## config.mk

```make
export PLATFORM = sky130hd
export DESIGN_NAME = ace_executor
export DESIGN_NICKNAME = d
export VERILOG_FILES = /design/src/pkg/ace_pkg.sv /design/src/rtl/ace_executor.sv /design/src/rtl/ace_fifo.sv /design/src/rtl/ace_addr_step.sv
export SDC_FILE = /design/constraint.sdc
export NUM_CORES = 1
export LEC_CHECK = 0
export ABC_AREA = 1
export BUFFER_PORTS_ARGS = -buffer_cell sky130_fd_sc_hd__buf_2
export CORE_MARGIN = 2
export CORE_UTILIZATION = 25
export CTS_BUF_LIST = sky130_fd_sc_hd__clkbuf_4
export CTS_CLUSTER_DIAMETER = 50
export DETAILED_ROUTE_END_ITERATION = 7
export HOLD_SLACK_MARGIN = 0.15
export PLACE_DENSITY_LB_ADDON = 0.1
export SYNTH_ARGS = -nofsm -noshare
export SYNTH_HDL_FRONTEND = slang
export SYNTH_HIERARCHICAL = 1
export SYNTH_SLANG_ARGS = --single-unit
```

## constraint.sdc

```tcl
create_clock -name clk_i -period 3.83 [get_ports clk_i]
set_input_delay 0.5745 -clock clk_i [delete_from_list [all_inputs] [get_ports clk_i]]
set_output_delay 0.5745 -clock clk_i [all_outputs]
set_load 0.01 [all_outputs]
```

## src/pkg/ace_pkg.sv

```systemverilog
// Shared constants and types for the ATA command executor
package ace_pkg;
  // Register word indices; byte address is index times four
  localparam int ADR_W = 6;
  localparam int IDX_LSB = 2;
  localparam logic [2:0] REG_DATA = 3'h0;
  localparam logic [2:0] REG_ERR_FEAT = 3'h1;
  localparam logic [2:0] REG_COUNT = 3'h2;
  localparam logic [2:0] REG_SECTOR = 3'h3;
  localparam logic [2:0] REG_CYL_LO = 3'h4;
  localparam logic [2:0] REG_CYL_HI = 3'h5;
  localparam logic [2:0] REG_DRV_HEAD = 3'h6;
  localparam logic [2:0] REG_STAT_CMD = 3'h7;
  // Command codes
  localparam logic [7:0] CMD_NOP = 8'h00;
  localparam logic [3:0] CMD_RECAL_NIB = 4'h1;
  localparam logic [7:0] CMD_READ = 8'h20;
  localparam logic [7:0] CMD_READ_NR = 8'h21;
  localparam logic [7:0] CMD_FLUSH = 8'he7;
  localparam logic [7:0] CMD_FLUSH_ALT = 8'hea;
  localparam logic [7:0] CMD_SMART = 8'hb0;
  localparam logic [7:0] CMD_SET_MAX = 8'hf9;
  // Subcommand codes held in the feature register
  localparam logic [7:0] FEAT_RD_LOG = 8'hd5;
  localparam logic [7:0] FEAT_OFFLINE = 8'hd4;
  localparam logic [7:0] FEAT_MAX_PW = 8'h01;
  localparam logic [7:0] FEAT_MAX_FRZ = 8'h04;
  // Status bit positions
  localparam int ST_BSY = 7;
  localparam int ST_DRDY = 6;
  localparam int ST_DF = 5;
  localparam int ST_DSC = 4;
  localparam int ST_DRQ = 3;
  localparam int ST_FIXED = 2;
  localparam int ST_ERR = 0;
  // Error register values
  localparam logic [7:0] ER_NONE = 8'h00;
  localparam logic [7:0] ER_ALL = 8'hff;
  localparam logic [7:0] ER_UNC = 8'h40;
  localparam logic [7:0] ER_IDNF = 8'h10;
  localparam logic [7:0] ER_ABRT = 8'h04;
  localparam logic [7:0] ER_TRK0 = 8'h02;
  localparam logic [7:0] MASK_RD_LOG = ER_UNC | ER_IDNF | ER_ABRT;
  localparam logic [7:0] MASK_OFFLINE = ER_IDNF | ER_ABRT;
  localparam logic [7:0] MASK_SET_MAX = ER_ABRT;
  // Drive/head upper nibble: LBA mode bit
  localparam int DH_LBA = 2;
  localparam logic [7:0] CNT_DONE = 8'h00;
  localparam logic [7:0] CNT_LAST = 8'h01;
  localparam logic [7:0] SECT_FIRST = 8'h01;
  localparam logic [15:0] CYL_ZERO = 16'h0000;
  // Sequencer states, Gray along idle, seek, wait, transfer in that order
  typedef enum logic [2:0] {
    S_IDLE = 3'b000,
    S_RSEEK = 3'b001,
    S_RWAIT = 3'b011,
    S_RXFER = 3'b010,
    S_FLUSH = 3'b100,
    S_RECAL = 3'b110
  } ace_state_t;
endpackage

```

## src/rtl/ace_executor.sv

```systemverilog
// ATA command executor: task file, command sequencer and read data path
// Contract
// - Nop aborts, task file left untouched
// - Codes 1xh recalibrate, BSY set, seek to zero
// - Recalibrate done: BSY clear, interrupt, cylinder zero
// - Flush holds BSY until cache committed, interrupts
// - Alternate flush opcode behaves as flush
// - Read sets BSY, implied seek, 1-256 sectors
// - Sector buffered: set DRQ and interrupt
// - After each sector but the last: DRQ clear, BSY set
// - Uncorrectable sector delivered, then stop at it
// - Interrupt per sector, none after last
// - Read end: count zero, last position kept
// - Read-log subcommand limits reported error bits
// - Off-line subcommand limits reported error bits
// - Max-address subcommands: ERR, ABRT only, no DF
module ace_executor #(
  parameter int SECTOR_WORDS = 256,
  parameter int FIFO_DEPTH = 32,
  parameter int SECTORS_PER_TRACK = 63,
  parameter int HEAD_COUNT = 16
) (
  input wire logic clk_i,
  input wire logic rst_i,
  input wire logic wb_cyc_i,
  input wire logic wb_stb_i,
  input wire logic wb_we_i,
  input wire logic [ace_pkg::ADR_W-1:0] wb_adr_i,
  input wire logic [3:0] wb_sel_i,
  input wire logic [31:0] wb_dat_i,
  output logic [31:0] wb_dat_o,
  output logic wb_ack_o,
  output logic intrq_o,
  output logic seek_start_o,
  output logic [15:0] seek_cyl_o,
  input wire logic seek_done_i,
  input wire logic seek_fail_i,
  output logic flush_start_o,
  input wire logic flush_done_i,
  output logic read_start_o,
  input wire logic sector_found_i,
  input wire logic sector_idnf_i,
  input wire logic sector_uncorr_i,
  input wire logic sector_corrected_data_flag_i,
  input wire logic drive_fault_i,
  input wire logic media_valid_i,
  output logic media_ready_o,
  input wire logic [15:0] media_data_i
);
  import ace_pkg::*;

  ace_state_t state; // Sequencer state
  logic bsy; // Busy status
  logic drq; // Data request status
  logic err_st; // Error status
  logic corrected; // Corrected-data status
  logic fault_q; // Registered drive fault level
  logic df_block; // Suppress fault report for this command
  logic uncorr_pend; // Current sector is uncorrectable
  logic intrq; // Host interrupt level
  logic [7:0] error_reg;
  logic [7:0] allow_q; // Error bits this command may report
  logic [7:0] feature_reg;
  logic [7:0] sector_count_reg;
  logic [7:0] sector_number_reg;
  logic [15:0] cylinder_position_reg;
  logic [3:0] head_number_reg;
  logic [3:0] drive_select_reg; // Upper nibble of drive/head
  logic [15:0] head_cyl; // Cylinder the heads sit on
  logic [15:0] word_cnt; // Words of this sector handed out
  logic [7:0] status_byte;
  logic [31:0] rd_mux;
  logic [15:0] step_cyl;
  logic [3:0] step_head;
  logic [7:0] step_sect;
  logic fifo_valid;
  logic [15:0] fifo_data;
  logic [2:0] idx;
  logic [7:0] cmd_code;
  logic [7:0] allow_now;
  logic mapped, data_rd, acc, wr, rd, tf_wr, cmd_wr, pop, stat_rd;
  logic is_recal, is_flush, is_read, is_other;
  logic last_word, sect_end, more, ev_irq;

  ////////////////////////////////////////////////////////////////////
  // Bus decode
  assign idx = wb_adr_i[IDX_LSB+2:IDX_LSB];
  assign mapped = ~wb_adr_i[ADR_W-1];
  assign data_rd = mapped & ~wb_we_i & (idx == REG_DATA);
  // A data read under DRQ waits for a word, stalling the bus
  assign acc = wb_cyc_i & wb_stb_i & ~wb_ack_o & (~data_rd | ~drq | fifo_valid);
  assign wr = acc & wb_we_i & wb_sel_i[0] & mapped;
  assign rd = acc & ~wb_we_i & mapped;
  // Writes while busy or mid-transfer are dropped
  assign tf_wr = wr & ~bsy & ~drq & (state == S_IDLE);
  assign cmd_wr = tf_wr & (idx == REG_STAT_CMD);
  assign stat_rd = rd & (idx == REG_STAT_CMD);
  assign pop = rd & (idx == REG_DATA) & drq & fifo_valid;
  assign cmd_code = wb_dat_i[7:0];

  // Command classes
  assign is_recal = (cmd_code[7:4] == CMD_RECAL_NIB);
  assign is_flush = (cmd_code == CMD_FLUSH) | (cmd_code == CMD_FLUSH_ALT);
  assign is_read = (cmd_code == CMD_READ) | (cmd_code == CMD_READ_NR);
  // Nop, unknown and unsupported subcommands all end aborted
  assign is_other = ~is_recal & ~is_flush & ~is_read;

  // Error bits a command may report
  always_comb
  begin
    allow_now = ER_ALL;
    if (cmd_code == CMD_SMART && feature_reg == FEAT_RD_LOG)
      allow_now = MASK_RD_LOG;
    else if (cmd_code == CMD_SMART && feature_reg == FEAT_OFFLINE)
      allow_now = MASK_OFFLINE;
    else if (cmd_code == CMD_SET_MAX && feature_reg >= FEAT_MAX_PW && feature_reg <= FEAT_MAX_FRZ)
      allow_now = MASK_SET_MAX;
  end

  // Sector progress
  assign last_word = (word_cnt == 16'(SECTOR_WORDS - 1));
  assign sect_end = (state == S_RXFER) & pop & last_word;
  // Count zero means 256, so only one is the last
  assign more = (sector_count_reg != CNT_LAST);

  ////////////////////////////////////////////////////////////////////
  // Sequencer
  always_ff @(posedge clk_i)
  begin
    if (rst_i)
    begin
      state <= S_IDLE;
      bsy <= 1'b0;
      drq <= 1'b0;
      seek_start_o <= 1'b0;
      flush_start_o <= 1'b0;
      read_start_o <= 1'b0;
      seek_cyl_o <= CYL_ZERO;
    end
    else
    begin
      seek_start_o <= 1'b0;
      flush_start_o <= 1'b0;
      read_start_o <= 1'b0;
      unique case (state)
        S_IDLE:
          if (cmd_wr && is_recal)
          begin
            state <= S_RECAL;
            bsy <= 1'b1;
            seek_start_o <= 1'b1;
            seek_cyl_o <= CYL_ZERO;
          end
          else if (cmd_wr && is_flush)
          begin
            state <= S_FLUSH;
            bsy <= 1'b1;
            flush_start_o <= 1'b1;
          end
          else if (cmd_wr && is_read)
          begin
            bsy <= 1'b1;
            // Implied seek only when off the target track
            if (cylinder_position_reg != head_cyl)
            begin
              state <= S_RSEEK;
              seek_start_o <= 1'b1;
              seek_cyl_o <= cylinder_position_reg;
            end
            else
            begin
              state <= S_RWAIT;
              read_start_o <= 1'b1;
            end
          end
        S_RECAL:
          if (seek_done_i)
          begin
            state <= S_IDLE;
            bsy <= 1'b0;
          end
        S_FLUSH:
          // Held busy until the cache reports committed
          if (flush_done_i)
          begin
            state <= S_IDLE;
            bsy <= 1'b0;
          end
        S_RSEEK:
          if (seek_done_i && seek_fail_i)
          begin
            state <= S_IDLE;
            bsy <= 1'b0;
          end
          else if (seek_done_i)
          begin
            state <= S_RWAIT;
            read_start_o <= 1'b1;
          end
        S_RWAIT:
          if (sector_idnf_i)
          begin
            state <= S_IDLE;
            bsy <= 1'b0;
          end
          else if (sector_found_i)
          begin
            state <= S_RXFER;
            bsy <= 1'b0;
            drq <= 1'b1;
          end
        S_RXFER:
          if (sect_end)
          begin
            drq <= 1'b0;
            // An uncorrectable sector ends the command after delivery
            if (uncorr_pend || !more)
              state <= S_IDLE;
            else
            begin
              state <= S_RWAIT;
              bsy <= 1'b1;
            end
          end
        default:
          state <= S_IDLE;
      endcase
    end
  end

  // Track where the heads are, so reads skip needless seeks
  always_ff @(posedge clk_i)
  begin
    if (rst_i)
      head_cyl <= CYL_ZERO;
    else if ((state == S_RECAL || state == S_RSEEK) && seek_done_i && !seek_fail_i)
      head_cyl <= seek_cyl_o;
  end

  ////////////////////////////////////////////////////////////////////
  // Task file
  ace_addr_step #(
    .SPT(SECTORS_PER_TRACK),
    .HEADS(HEAD_COUNT)
  ) u_step (
    .lba_i(drive_select_reg[DH_LBA]),
    .cyl_i(cylinder_position_reg),
    .head_i(head_number_reg),
    .sect_i(sector_number_reg),
    .next_cyl_o(step_cyl),
    .next_head_o(step_head),
    .next_sect_o(step_sect)
  );

  // Host writes, recalibrate clearing and per-sector stepping
  always_ff @(posedge clk_i)
  begin
    if (rst_i)
    begin
      feature_reg <= 8'h00;
      sector_count_reg <= CNT_LAST;
      sector_number_reg <= SECT_FIRST;
      cylinder_position_reg <= CYL_ZERO;
      head_number_reg <= 4'h0;
      drive_select_reg <= 4'h0;
    end
    else if (tf_wr)
    begin
      unique case (idx)
        REG_ERR_FEAT: feature_reg <= wb_dat_i[7:0];
        REG_COUNT: sector_count_reg <= wb_dat_i[7:0];
        REG_SECTOR: sector_number_reg <= wb_dat_i[7:0];
        REG_CYL_LO: cylinder_position_reg[7:0] <= wb_dat_i[7:0];
        REG_CYL_HI: cylinder_position_reg[15:8] <= wb_dat_i[7:0];
        REG_DRV_HEAD:
        begin
          drive_select_reg <= wb_dat_i[7:4];
          head_number_reg <= wb_dat_i[3:0];
        end
        default: ; // Data and command leave the task file alone
      endcase
    end
    else if (state == S_RECAL && seek_done_i && !seek_fail_i)
    begin
      cylinder_position_reg <= CYL_ZERO;
      if (drive_select_reg[DH_LBA])
        sector_number_reg <= 8'h00;
    end
    else if (sect_end && !uncorr_pend)
    begin
      sector_count_reg <= sector_count_reg - 8'h01;
      // The last sector's position stays; only step when more follow
      if (more)
      begin
        cylinder_position_reg <= step_cyl;
        head_number_reg <= step_head;
        sector_number_reg <= step_sect;
      end
    end
  end

  ////////////////////////////////////////////////////////////////////
  // Error and status outcome
  always_ff @(posedge clk_i)
  begin
    if (rst_i)
    begin
      error_reg <= ER_NONE;
      err_st <= 1'b0;
      allow_q <= ER_ALL;
      df_block <= 1'b0;
      uncorr_pend <= 1'b0;
      corrected <= 1'b0;
    end
    else if (cmd_wr)
    begin
      allow_q <= allow_now;
      // Fault stays visible only where the command may report it
      df_block <= (cmd_code == CMD_SET_MAX) | (is_other & (allow_now == ER_ALL) & (cmd_code != CMD_NOP));
      uncorr_pend <= 1'b0;
      corrected <= 1'b0;
      error_reg <= is_other ? (ER_ABRT & allow_now) : ER_NONE;
      err_st <= is_other;
    end
    else
    begin
      if (state == S_RECAL && seek_done_i && seek_fail_i)
      begin
        error_reg <= ER_TRK0 & allow_q;
        err_st <= 1'b1;
      end
      if ((state == S_RSEEK && seek_done_i && seek_fail_i) || (state == S_RWAIT && sector_idnf_i))
      begin
        error_reg <= ER_IDNF & allow_q;
        err_st <= 1'b1;
      end
      if (state == S_RWAIT && sector_found_i)
      begin
        uncorr_pend <= sector_uncorr_i;
        corrected <= sector_corrected_data_flag_i;
      end
      if (sect_end && uncorr_pend)
      begin
        error_reg <= ER_UNC & allow_q;
        err_st <= 1'b1;
      end
    end
  end

  // Fault level comes from logic on this clock
  always_ff @(posedge clk_i)
  begin
    if (rst_i)
      fault_q <= 1'b0;
    else
      fault_q <= drive_fault_i;
  end

  // Status byte assembly
  always_comb
  begin
    status_byte = 8'h00;
    status_byte[ST_BSY] = bsy;
    status_byte[ST_DRDY] = 1'b1;
    status_byte[ST_DF] = fault_q & ~df_block;
    status_byte[ST_DSC] = (state != S_RECAL) && (state != S_RSEEK);
    status_byte[ST_DRQ] = drq;
    status_byte[ST_FIXED] = corrected;
    status_byte[ST_ERR] = err_st;
  end

  ////////////////////////////////////////////////////////////////////
  // Host interrupt; a new event beats a clearing status read
  assign ev_irq = (cmd_wr & is_other)
                | (state == S_RECAL & seek_done_i)
                | (state == S_FLUSH & flush_done_i)
                | (state == S_RSEEK & seek_done_i & seek_fail_i)
                | (state == S_RWAIT & (sector_found_i | sector_idnf_i));

  always_ff @(posedge clk_i)
  begin
    if (rst_i)
      intrq <= 1'b0;
    else if (ev_irq)
      intrq <= 1'b1;
    else if (stat_rd || cmd_wr)
      intrq <= 1'b0;
  end
  assign intrq_o = intrq;

  ////////////////////////////////////////////////////////////////////
  // Sector data path
  ace_fifo #(
    .W(16),
    .DEPTH(FIFO_DEPTH)
  ) u_fifo (
    .clk_i(clk_i),
    .rst_i(rst_i),
    .clear_i(cmd_wr),
    .in_valid_i(media_valid_i),
    .in_ready_o(media_ready_o),
    .in_data_i(media_data_i),
    .out_valid_o(fifo_valid),
    .out_ready_i(pop),
    .out_data_o(fifo_data)
  );

  // Words handed out in the current sector
  always_ff @(posedge clk_i)
  begin
    if (rst_i || (state == S_RWAIT))
      word_cnt <= 16'h0000;
    else if (pop)
      word_cnt <= word_cnt + 16'h0001;
  end

  ////////////////////////////////////////////////////////////////////
  // Bus answer
  always_comb
  begin
    rd_mux = 32'h00000000;
    unique case (idx)
      REG_DATA: rd_mux[15:0] = drq ? fifo_data : 16'h0000;
      REG_ERR_FEAT: rd_mux[7:0] = error_reg;
      REG_COUNT: rd_mux[7:0] = sector_count_reg;
      REG_SECTOR: rd_mux[7:0] = sector_number_reg;
      REG_CYL_LO: rd_mux[7:0] = cylinder_position_reg[7:0];
      REG_CYL_HI: rd_mux[7:0] = cylinder_position_reg[15:8];
      REG_DRV_HEAD: rd_mux[7:0] = {drive_select_reg, head_number_reg};
      REG_STAT_CMD: rd_mux[7:0] = status_byte;
    endcase
  end

  // One-cycle ack; unmapped reads return zero
  always_ff @(posedge clk_i)
  begin
    if (rst_i)
    begin
      wb_ack_o <= 1'b0;
      wb_dat_o <= 32'h00000000;
    end
    else
    begin
      wb_ack_o <= acc;
      if (rd)
        wb_dat_o <= rd_mux;
      else if (acc)
        wb_dat_o <= 32'h00000000;
    end
  end
endmodule

```

## src/rtl/ace_fifo.sv

```systemverilog
// Sector data FIFO between the media stream and the host data register
module ace_fifo #(
  parameter int W = 16,
  parameter int DEPTH = 32
) (
  input wire logic clk_i,
  input wire logic rst_i,
  input wire logic clear_i,
  input wire logic in_valid_i,
  output logic in_ready_o,
  input wire logic [W-1:0] in_data_i,
  output logic out_valid_o,
  input wire logic out_ready_i,
  output logic [W-1:0] out_data_o
);
  // Depth must be a power of two so the pointers wrap by themselves
  localparam int AW = $clog2(DEPTH);
  logic [W-1:0] mem [DEPTH]; // Storage words
  logic [AW-1:0] wp; // Write pointer
  logic [AW-1:0] rp; // Read pointer
  logic [AW:0] cnt; // Words held
  logic push;
  logic pop;

  assign in_ready_o = (cnt != (AW + 1)'(DEPTH));
  assign out_valid_o = (cnt != '0);
  assign out_data_o = mem[rp];
  assign push = in_valid_i & in_ready_o;
  assign pop = out_valid_o & out_ready_i;

  ////////////////////////////////////////////////////////////////////
  // Storage write
  always_ff @(posedge clk_i)
  begin
    if (push)
    begin
      mem[wp] <= in_data_i;
    end
  end

  // Pointers and fill count; clear drops stale words of an old command
  always_ff @(posedge clk_i)
  begin
    if (rst_i || clear_i)
    begin
      wp <= '0;
      rp <= '0;
      cnt <= '0;
    end
    else
    begin
      if (push)
        wp <= wp + 1'b1;
      if (pop)
        rp <= rp + 1'b1;
      cnt <= cnt + (AW + 1)'(push) - (AW + 1)'(pop);
    end
  end
endmodule

```

## src/rtl/ace_addr_step.sv

```systemverilog
// Next task-file position after one sector, in CHS or LBA form
module ace_addr_step #(
  parameter int SPT = 63,
  parameter int HEADS = 16
) (
  input wire logic lba_i,
  input wire logic [15:0] cyl_i,
  input wire logic [3:0] head_i,
  input wire logic [7:0] sect_i,
  output logic [15:0] next_cyl_o,
  output logic [3:0] next_head_o,
  output logic [7:0] next_sect_o
);
  import ace_pkg::*;
  logic [27:0] lba_next; // Linear address plus one

  assign lba_next = {head_i, cyl_i, sect_i} + 28'h0000001;

  // Step sector, then head, then cylinder in CHS; LBA carries sector into cylinder, then head
  always_comb
  begin
    next_cyl_o = cyl_i;
    next_head_o = head_i;
    next_sect_o = sect_i + 8'h01;
    if (lba_i)
    begin
      {next_head_o, next_cyl_o, next_sect_o} = lba_next;
    end
    else if (sect_i >= 8'(SPT))
    begin
      next_sect_o = SECT_FIRST;
      if (head_i >= 4'(HEADS - 1))
      begin
        next_head_o = 4'h0;
        next_cyl_o = cyl_i + 16'h0001;
      end
      else
        next_head_o = head_i + 4'h1;
    end
  end
endmodule

```

# --- Word level (Yosys, flattened, before mapping) ---
# Memories as Yosys holds them, arrays and structs flattened. A register that Yosys moved wholly into a read port is not among the register bits.
# Cells that the tools add are included.
classes:
  add_sub_neg: 10
  n_mul: 0
  n_div: 0
  order_cmp: 4
  eq_ne: 46
  shift: 0
  muxes: 96
  bitwise: 54
  reduce_logical: 61
ops:
  columns: ["op", "n"]
  rows:
  - ["16-bit 2-to-1 mux", 14]
  - ["8-bit 2-to-1 mux", 22]
  - ["8-bit case mux with 8 select lines", 1]
  - ["8-bit == test (second input constant)", 7]
  - ["1-bit bitwise AND", 33]
  - ["3-bit 2-to-1 mux", 11]
  - ["16-bit by 1-bit adder with 16-bit output (second input constant)", 2]
  - ["1-bit 2-to-1 mux", 32]
  - ["4-bit 2-to-1 mux", 8]
  - ["28-bit by 1-bit adder with 28-bit output (second input constant)", 1]
  - ["1-bit logical AND", 20]
  - ["3-bit == test (second input constant)", 6]
  - ["2-bit != test (second input constant)", 9]
  - ["3-bit case mux with 6 select lines", 1]
  - ["16-bit by 8-bit == test with 1-bit output (second input constant)", 1]
  - ["8-bit by 6-bit == test with 1-bit output (second input constant)", 2]
  - ["16-bit != test", 1]
  - ["5-bit AND reduction", 3]
  - ["2-bit nonzero test", 7]
  - ["3-bit by 2-bit == test with 1-bit output (second input constant)", 4]
  - ["3-bit != test (second input constant)", 4]
  - ["4-bit AND reduction", 3]
  - ["4-bit nonzero test", 3]
  - ["6-bit nonzero test", 2]
  - ["34 further kinds", 74]
totals:
  register_bits: 158
  latchBits: 0
  mem_bits_rw: 512
  romBits: 0
  in_bits: 72
  out_inout_bits: 54
  wordCells: 301
  mem_count: 1
mem_list:
  columns: ["name", "words", "width", "read_ports", "rd_ports_with_merged_regs", "write_ports", "line", "text"]
  rows:
  - ["u_fifo.mem", 32, 16, 1, 1, 1, "ace_fifo.sv:18", "logic [W-1:0] mem [DEPTH];"]

# --- Logic depth before layout (Yosys ltp) ---
depth:
  depth_word: 20
  mapped_depth: 20
  mapped_depth_nobuf: 19

# --- Modules after synthesis ---
# The synthesis kept the hierarchy.
modules_own_cells:
  columns: ["mod", "instances", "cells_each", "area_each_um2", "seq_area_each_um2"]
  rows:
  - ["ace_fifo", 1, 1902, 21896.0, 15795.1]
  - ["ace_executor", 1, 990, 6947.9, 2682.6]
  - ["ace_addr_step", 1, 257, 1227.4, 0.0]

# --- Worst setup path after synthesis ---
# OpenSTA, ideal clock, no wires.
synth_path:
  path_type: "input to register"
  startpoint: "input wb_we_i"
  endpoint: "register u_fifo.cnt[4]"
  setup_time_ns: 0.121
  t_arrival_ns: 2.946
  required_ns: 3.709
  setup_slack_ns: 0.763
  stages: 18
  n_path_buf: 1
  path_cell_list: "nor2_1 -> nand2_1 -> nor2_8 -> nand2_4 -> inv_1 -> clkbuf_1 -> nand2_1 -> inv_1 -> ha_1 -> inv_1 -> ha_1 -> fa_1 -> nand2_1 -> inv_1 -> o21ai_0 -> nand2_1 -> o21ai_0 -> a21oi_1"
synth_via:
  word_cells_on_any_way: 22
  classes_between: "1 x add/sub; 20 x bitwise; 1 x reduce/logical"
synth_rtl:
  columns: ["element", "line", "text"]
  rows:
  - ["from (decl)", "ace_executor.sv:27", "input wire logic wb_we_i,"]
  - ["1-bit inverter *", "ace_executor.sv:89, ace_executor.sv:93", null]
  - ["1-bit bitwise AND (2 in series)", "ace_executor.sv:89", "assign data_rd = mapped & ~wb_we_i & (idx == REG_DATA);"]
  - ["1-bit inverter", "ace_executor.sv:91", "assign acc = wb_cyc_i & wb_stb_i & ~wb_ack_o & (~data_rd | ~drq | fifo_valid);"]
  - ["1-bit bitwise OR (2 in series)", "ace_executor.sv:91", null]
  - ["1-bit bitwise AND", "ace_executor.sv:91", null]
  - ["1-bit bitwise AND * (2 in series)", "ace_executor.sv:93", "assign rd = acc & ~wb_we_i & mapped;"]
  - ["1-bit bitwise AND * (3 in series)", "ace_executor.sv:98", "assign pop = rd & (idx == REG_DATA) & drq & fifo_valid;"]
  - ["net pop", "ace_executor.sv:81", "logic mapped, data_rd, acc, wr, rd, tf_wr, cmd_wr, pop, stat_rd;"]
  - ["1-bit bitwise AND *", "ace_fifo.sv:29", "assign pop = out_valid_o & out_ready_i;"]
  - ["6-bit by 1-bit subtractor with 6-bit output *", "ace_fifo.sv:56", "cnt <= cnt + (AW + 1)'(push) - (AW + 1)'(pop);"]
  - ["to (signal assigned)", "ace_fifo.sv:56", null]
  - ["to (decl)", "ace_fifo.sv:21", "logic [AW:0] cnt;"]
# Mark *: on every way through the listed nets, which the timed path passes. The rest lies on a longest branch.
# A chain may end at the register's enable or synchronous reset.

# --- Worst setup path in the final report ---
layout_path:
  startpoint: "register drq"
  endpoint: "register drive_select_reg[2]"
layout_via:
  elab_chain_len: 11
layout_lines:
  columns: ["element", "line", "text"]
  rows:
  - ["from (decl)", "ace_executor.sv:54", "logic drq;"]
  - ["from (signal assigned)", "ace_executor.sv:134", "drq <= 1'b0;"]
  - ["from (signal assigned)", "ace_executor.sv:210", "drq <= 1'b1;"]
  - ["from (signal assigned)", "ace_executor.sv:215", "drq <= 1'b0;"]
  - ["1-bit inverter *", "ace_executor.sv:91, ace_executor.sv:95", null]
  - ["1-bit bitwise OR (2 in series)", "ace_executor.sv:91", null]
  - ["1-bit bitwise AND", "ace_executor.sv:91", null]
  - ["1-bit bitwise AND (3 in series)", "ace_executor.sv:92", "assign wr = acc & wb_we_i & wb_sel_i[0] & mapped;"]
  - ["1-bit bitwise AND", "ace_executor.sv:95", "assign tf_wr = wr & ~bsy & ~drq & (state == S_IDLE);"]
  - ["1-bit bitwise AND * (2 in series)", "ace_executor.sv:95", null]
  - ["2-bit AND reduction (no source line) *", null, null]
  - ["to (signal assigned)", "ace_executor.sv:277", "drive_select_reg <= wb_dat_i[7:4];"]
  - ["to (decl)", "ace_executor.sv:68", "logic [3:0] drive_select_reg;"]
# Every way passes the cells marked *; elsewhere a longest branch is shown, timed or not.

==> results.json <==
{
  "status": "finished, final reports clean",
  "core_um2": 120000,
  "r2r_setup_slack_ns": 0.24,
  "ys_seq_area_share_pct": 61.4,
  "setup_viol": 0,
  "die_h_um": 351,
  "die-area_um2": 123000,
  "fin_skew_ns": 0.123,
  "drtIter0Drc": 1494,
  "grt_max_degree": 85,
  "clk_latency_ns": 1.15,
  "synth_top_family_by_area": "simple AND/OR/NAND/NOR gates",
  "largest_reg_flops": 512,
  "cts_root_buf": "clkbuf_4",
  "clkTransAtPathRegs_ns": 0.06,
  "yosysTopAreaCell": "edfxtp_1",
  "synth_top_area_share_pct": 51.1,
  "fmax_mhz": 279,
  "required_ns": 4.82,
  "start_kind": "register",
  "die_w_um": 351,
  "wirelength_um": 101000,
  "cts_buffer_depth": 3,
  "crit_top_cell": "dlygate4sd3_1",
  "remaining_drc_errors": 0,
  "largest_register": "u_fifo/mem",
  "timing.hold.ws_ns": 0.382,
  "critPathKind": "register to register",
  "drive_above_1_share_pct": 16.2,
  "synthSimpleGateAreaFrac_pct": 26.3,
  "first_pass_iters": 5,
  "muxShareOfSynthArea_pct": 0,
  "synthToLayoutAreaGrowth_pct": 18.4,
  "gp_congestion": 0.798,
  "overflow": 0,
  "rsz0062_at_grt": "false",
  "port_buffers": 80,
  "cts_made_buffers": 199,
  "synthCells": 3149,
  "avgRoutedWirePerCell_um": 19.4,
  "finalHoldViolCount": 0,
  "cts_tree": "done",
  "slew_viol_final": 0,
  "multi_input_comb_area_um2": 10000,
  "crit_path_max_incr_delay_ns": 0.63,
  "io_pins": 126,
  "period_minus_slack_ns": 3.59,
  "synth.avg_cell_area_um2": 9.55,
  "ys.warnings.count": 6,
  "ant_nets": 0,
  "cts-htree-levels": 4,
  "antenna_found_initial": 3,
  "final_cell_mix": "nand2_1 (1028), edfxtp_1 (512), nand3_1 (498)",
  "synthDistinctLibCells": 60,
  "maxSlewHeadroom_pct": 36.9,
  "post_cts_buffers": 0,
  "final_common_cell": "nand2_1",
  "hold_path.class": "primary input to register",
  "worstPathCellList": "nor2_1, nand3_1, dlygate4sd3_1, nor2_8, nand2_8, inv_6, nand2_2, o21ai_0, dlygate4sd3_1, a21oi_1, dlygate4sd3_1",
  "hpwl_um": 61200,
  "grt_pass1_wl_um": 150000,
  "synth_fa_ha_area_share_pct": 0.940,
  "nFillCells": 12697,
  "cap_violations": 0,
  "rows": 127,
  "power.leakage_uw": 0.0137,
  "netlist_area_um2": 30100,
  "synth-xor-area-share_pct": 0.932,
  "tightest_slew_ns": 0.946,
  "viasPerCell": 4.46,
  "ff_latch_area_um2": 18500,
  "synth_compound_area_share_pct": 4.77,
  "vdd_ir_drop_max_mv": 0.304,
  "initial_core_util_pct": 25.1,
  "endpoint_kind": "register",
  "vias": 23139,
  "cp_slowest_cell": "dlygate4sd3_1",
  "grt_pass1_vias": 22762,
  "worst_ep_arrival_time_ns": 4.57,
  "synth.area.top_cells": "edfxtp_1 (51%), nand2_1 (13%), dfxtp_1 (10%)",
  "track_usage_pct": 16.5,
  "cts_num_sinks": 667,
  "tns_ns": 0,
  "ys_ff_latch": 667,
  "p_per_area_nw_per_um2": 463,
  "finalCritPeriodShare_pct": 93.7,
  "nNetsFinal": 3517,
  "cp_max_fo": 37
}
## what timing repair did
action | CTS | global route
hold endpoints to repair | 615 | 0
setup endpoints to repair | 0 | 1
resized for setup | 0 | 1
hold buffers | 62 | 0
## worst max-delay path: cells and delay by family (launching register included)
| family | cells | cell delay (ns) |
|---|---|---|
| compound gates | 2 | 0.21 |
| buf+inv | 4 | 2.00 |
| flops | 1 | 0.44 |
| simple gates | 5 | 0.81 |
## synth_stat cells, drive strengths merged
library cell and instances:
a211oi 9, a21o 1, a21oi 120, a221oi 4, a22oi 3, a31o 2
a31oi 2, and3 2, buf 122, clkbuf 39, clkinv 4, conb 1
dfxtp 155, edfxtp 512, fa 1, ha 21, inv 177, nand2 1039
nand3 507, nand3b 4, nand4 24, nor2 211, nor3 30, nor3b 2
nor4 5, o2111ai 4, o211ai 5, o21ai 97, o21bai 1, o221ai 2
o22ai 6, o311a 1, or2 4, xnor2 13, xor2 19
## stage by stage
step           total power (uW)  cells  util, %  cell area [um^2]  setup slack [ns]
5_1_grt                   17400   5189     29.8             35600            0.0364
6_report                  16500   5190     29.8             35600             0.240
2_1_floorplan              8940   3164        -             30100             0.763
4_1_cts                   16800   5183     29.7             35600             0.227
3_5_place_dp               9470   4772     27.0             32400             0.499
3_3_place_gp               9480   4772     27.0             32400             0.519
## final timing paths
check,from,end,cells past startpoint
hold / removal,wb_dat_i[3],feature_reg[3],4
hold reg to reg,wb_dat_o[10],wb_dat_o[10],2
setup reg to reg,drq,drive_select_reg[2],11
setup / recovery,drq,drive_select_reg[2],11
## kinds of logic after synthesis
kind of cell | after synthesis
flops | 667
simple gates | 1828
xor+xnor | 32
buf+inv | 342
compound gates | 257
fa+ha+maj | 22
other cells | 1
## power breakdown
part | internal, uW | switching [uW]
clock network | 3850 | 3270
registers | 7940 | 80.4
logic | 396 | 936
## area by class of cell
| class | count | area share [%] |
|---|---|---|
| Antenna cell | 7 | 0.0492 |
| Clock inverter | 46 | 0.935 |
| Clock buffer | 303 | 6.39 |
| Multi-Input combinational cell | 2155 | 28.2 |
| Timing Repair Buffer | 219 | 4.88 |
| Sequential cell | 667 | 51.9 |
| Inverter | 181 | 1.96 |
| Tap cell | 1612 | 5.66 |
## routing by layer
metal  share of wire, %  global-route usage (%)
met4                2.1                    5.14
met2                 45                    25.2
met3                4.1                    3.39
met1                 49                    23.2
met5             0.0069                       0
Power figures use the tool's default switching activity.
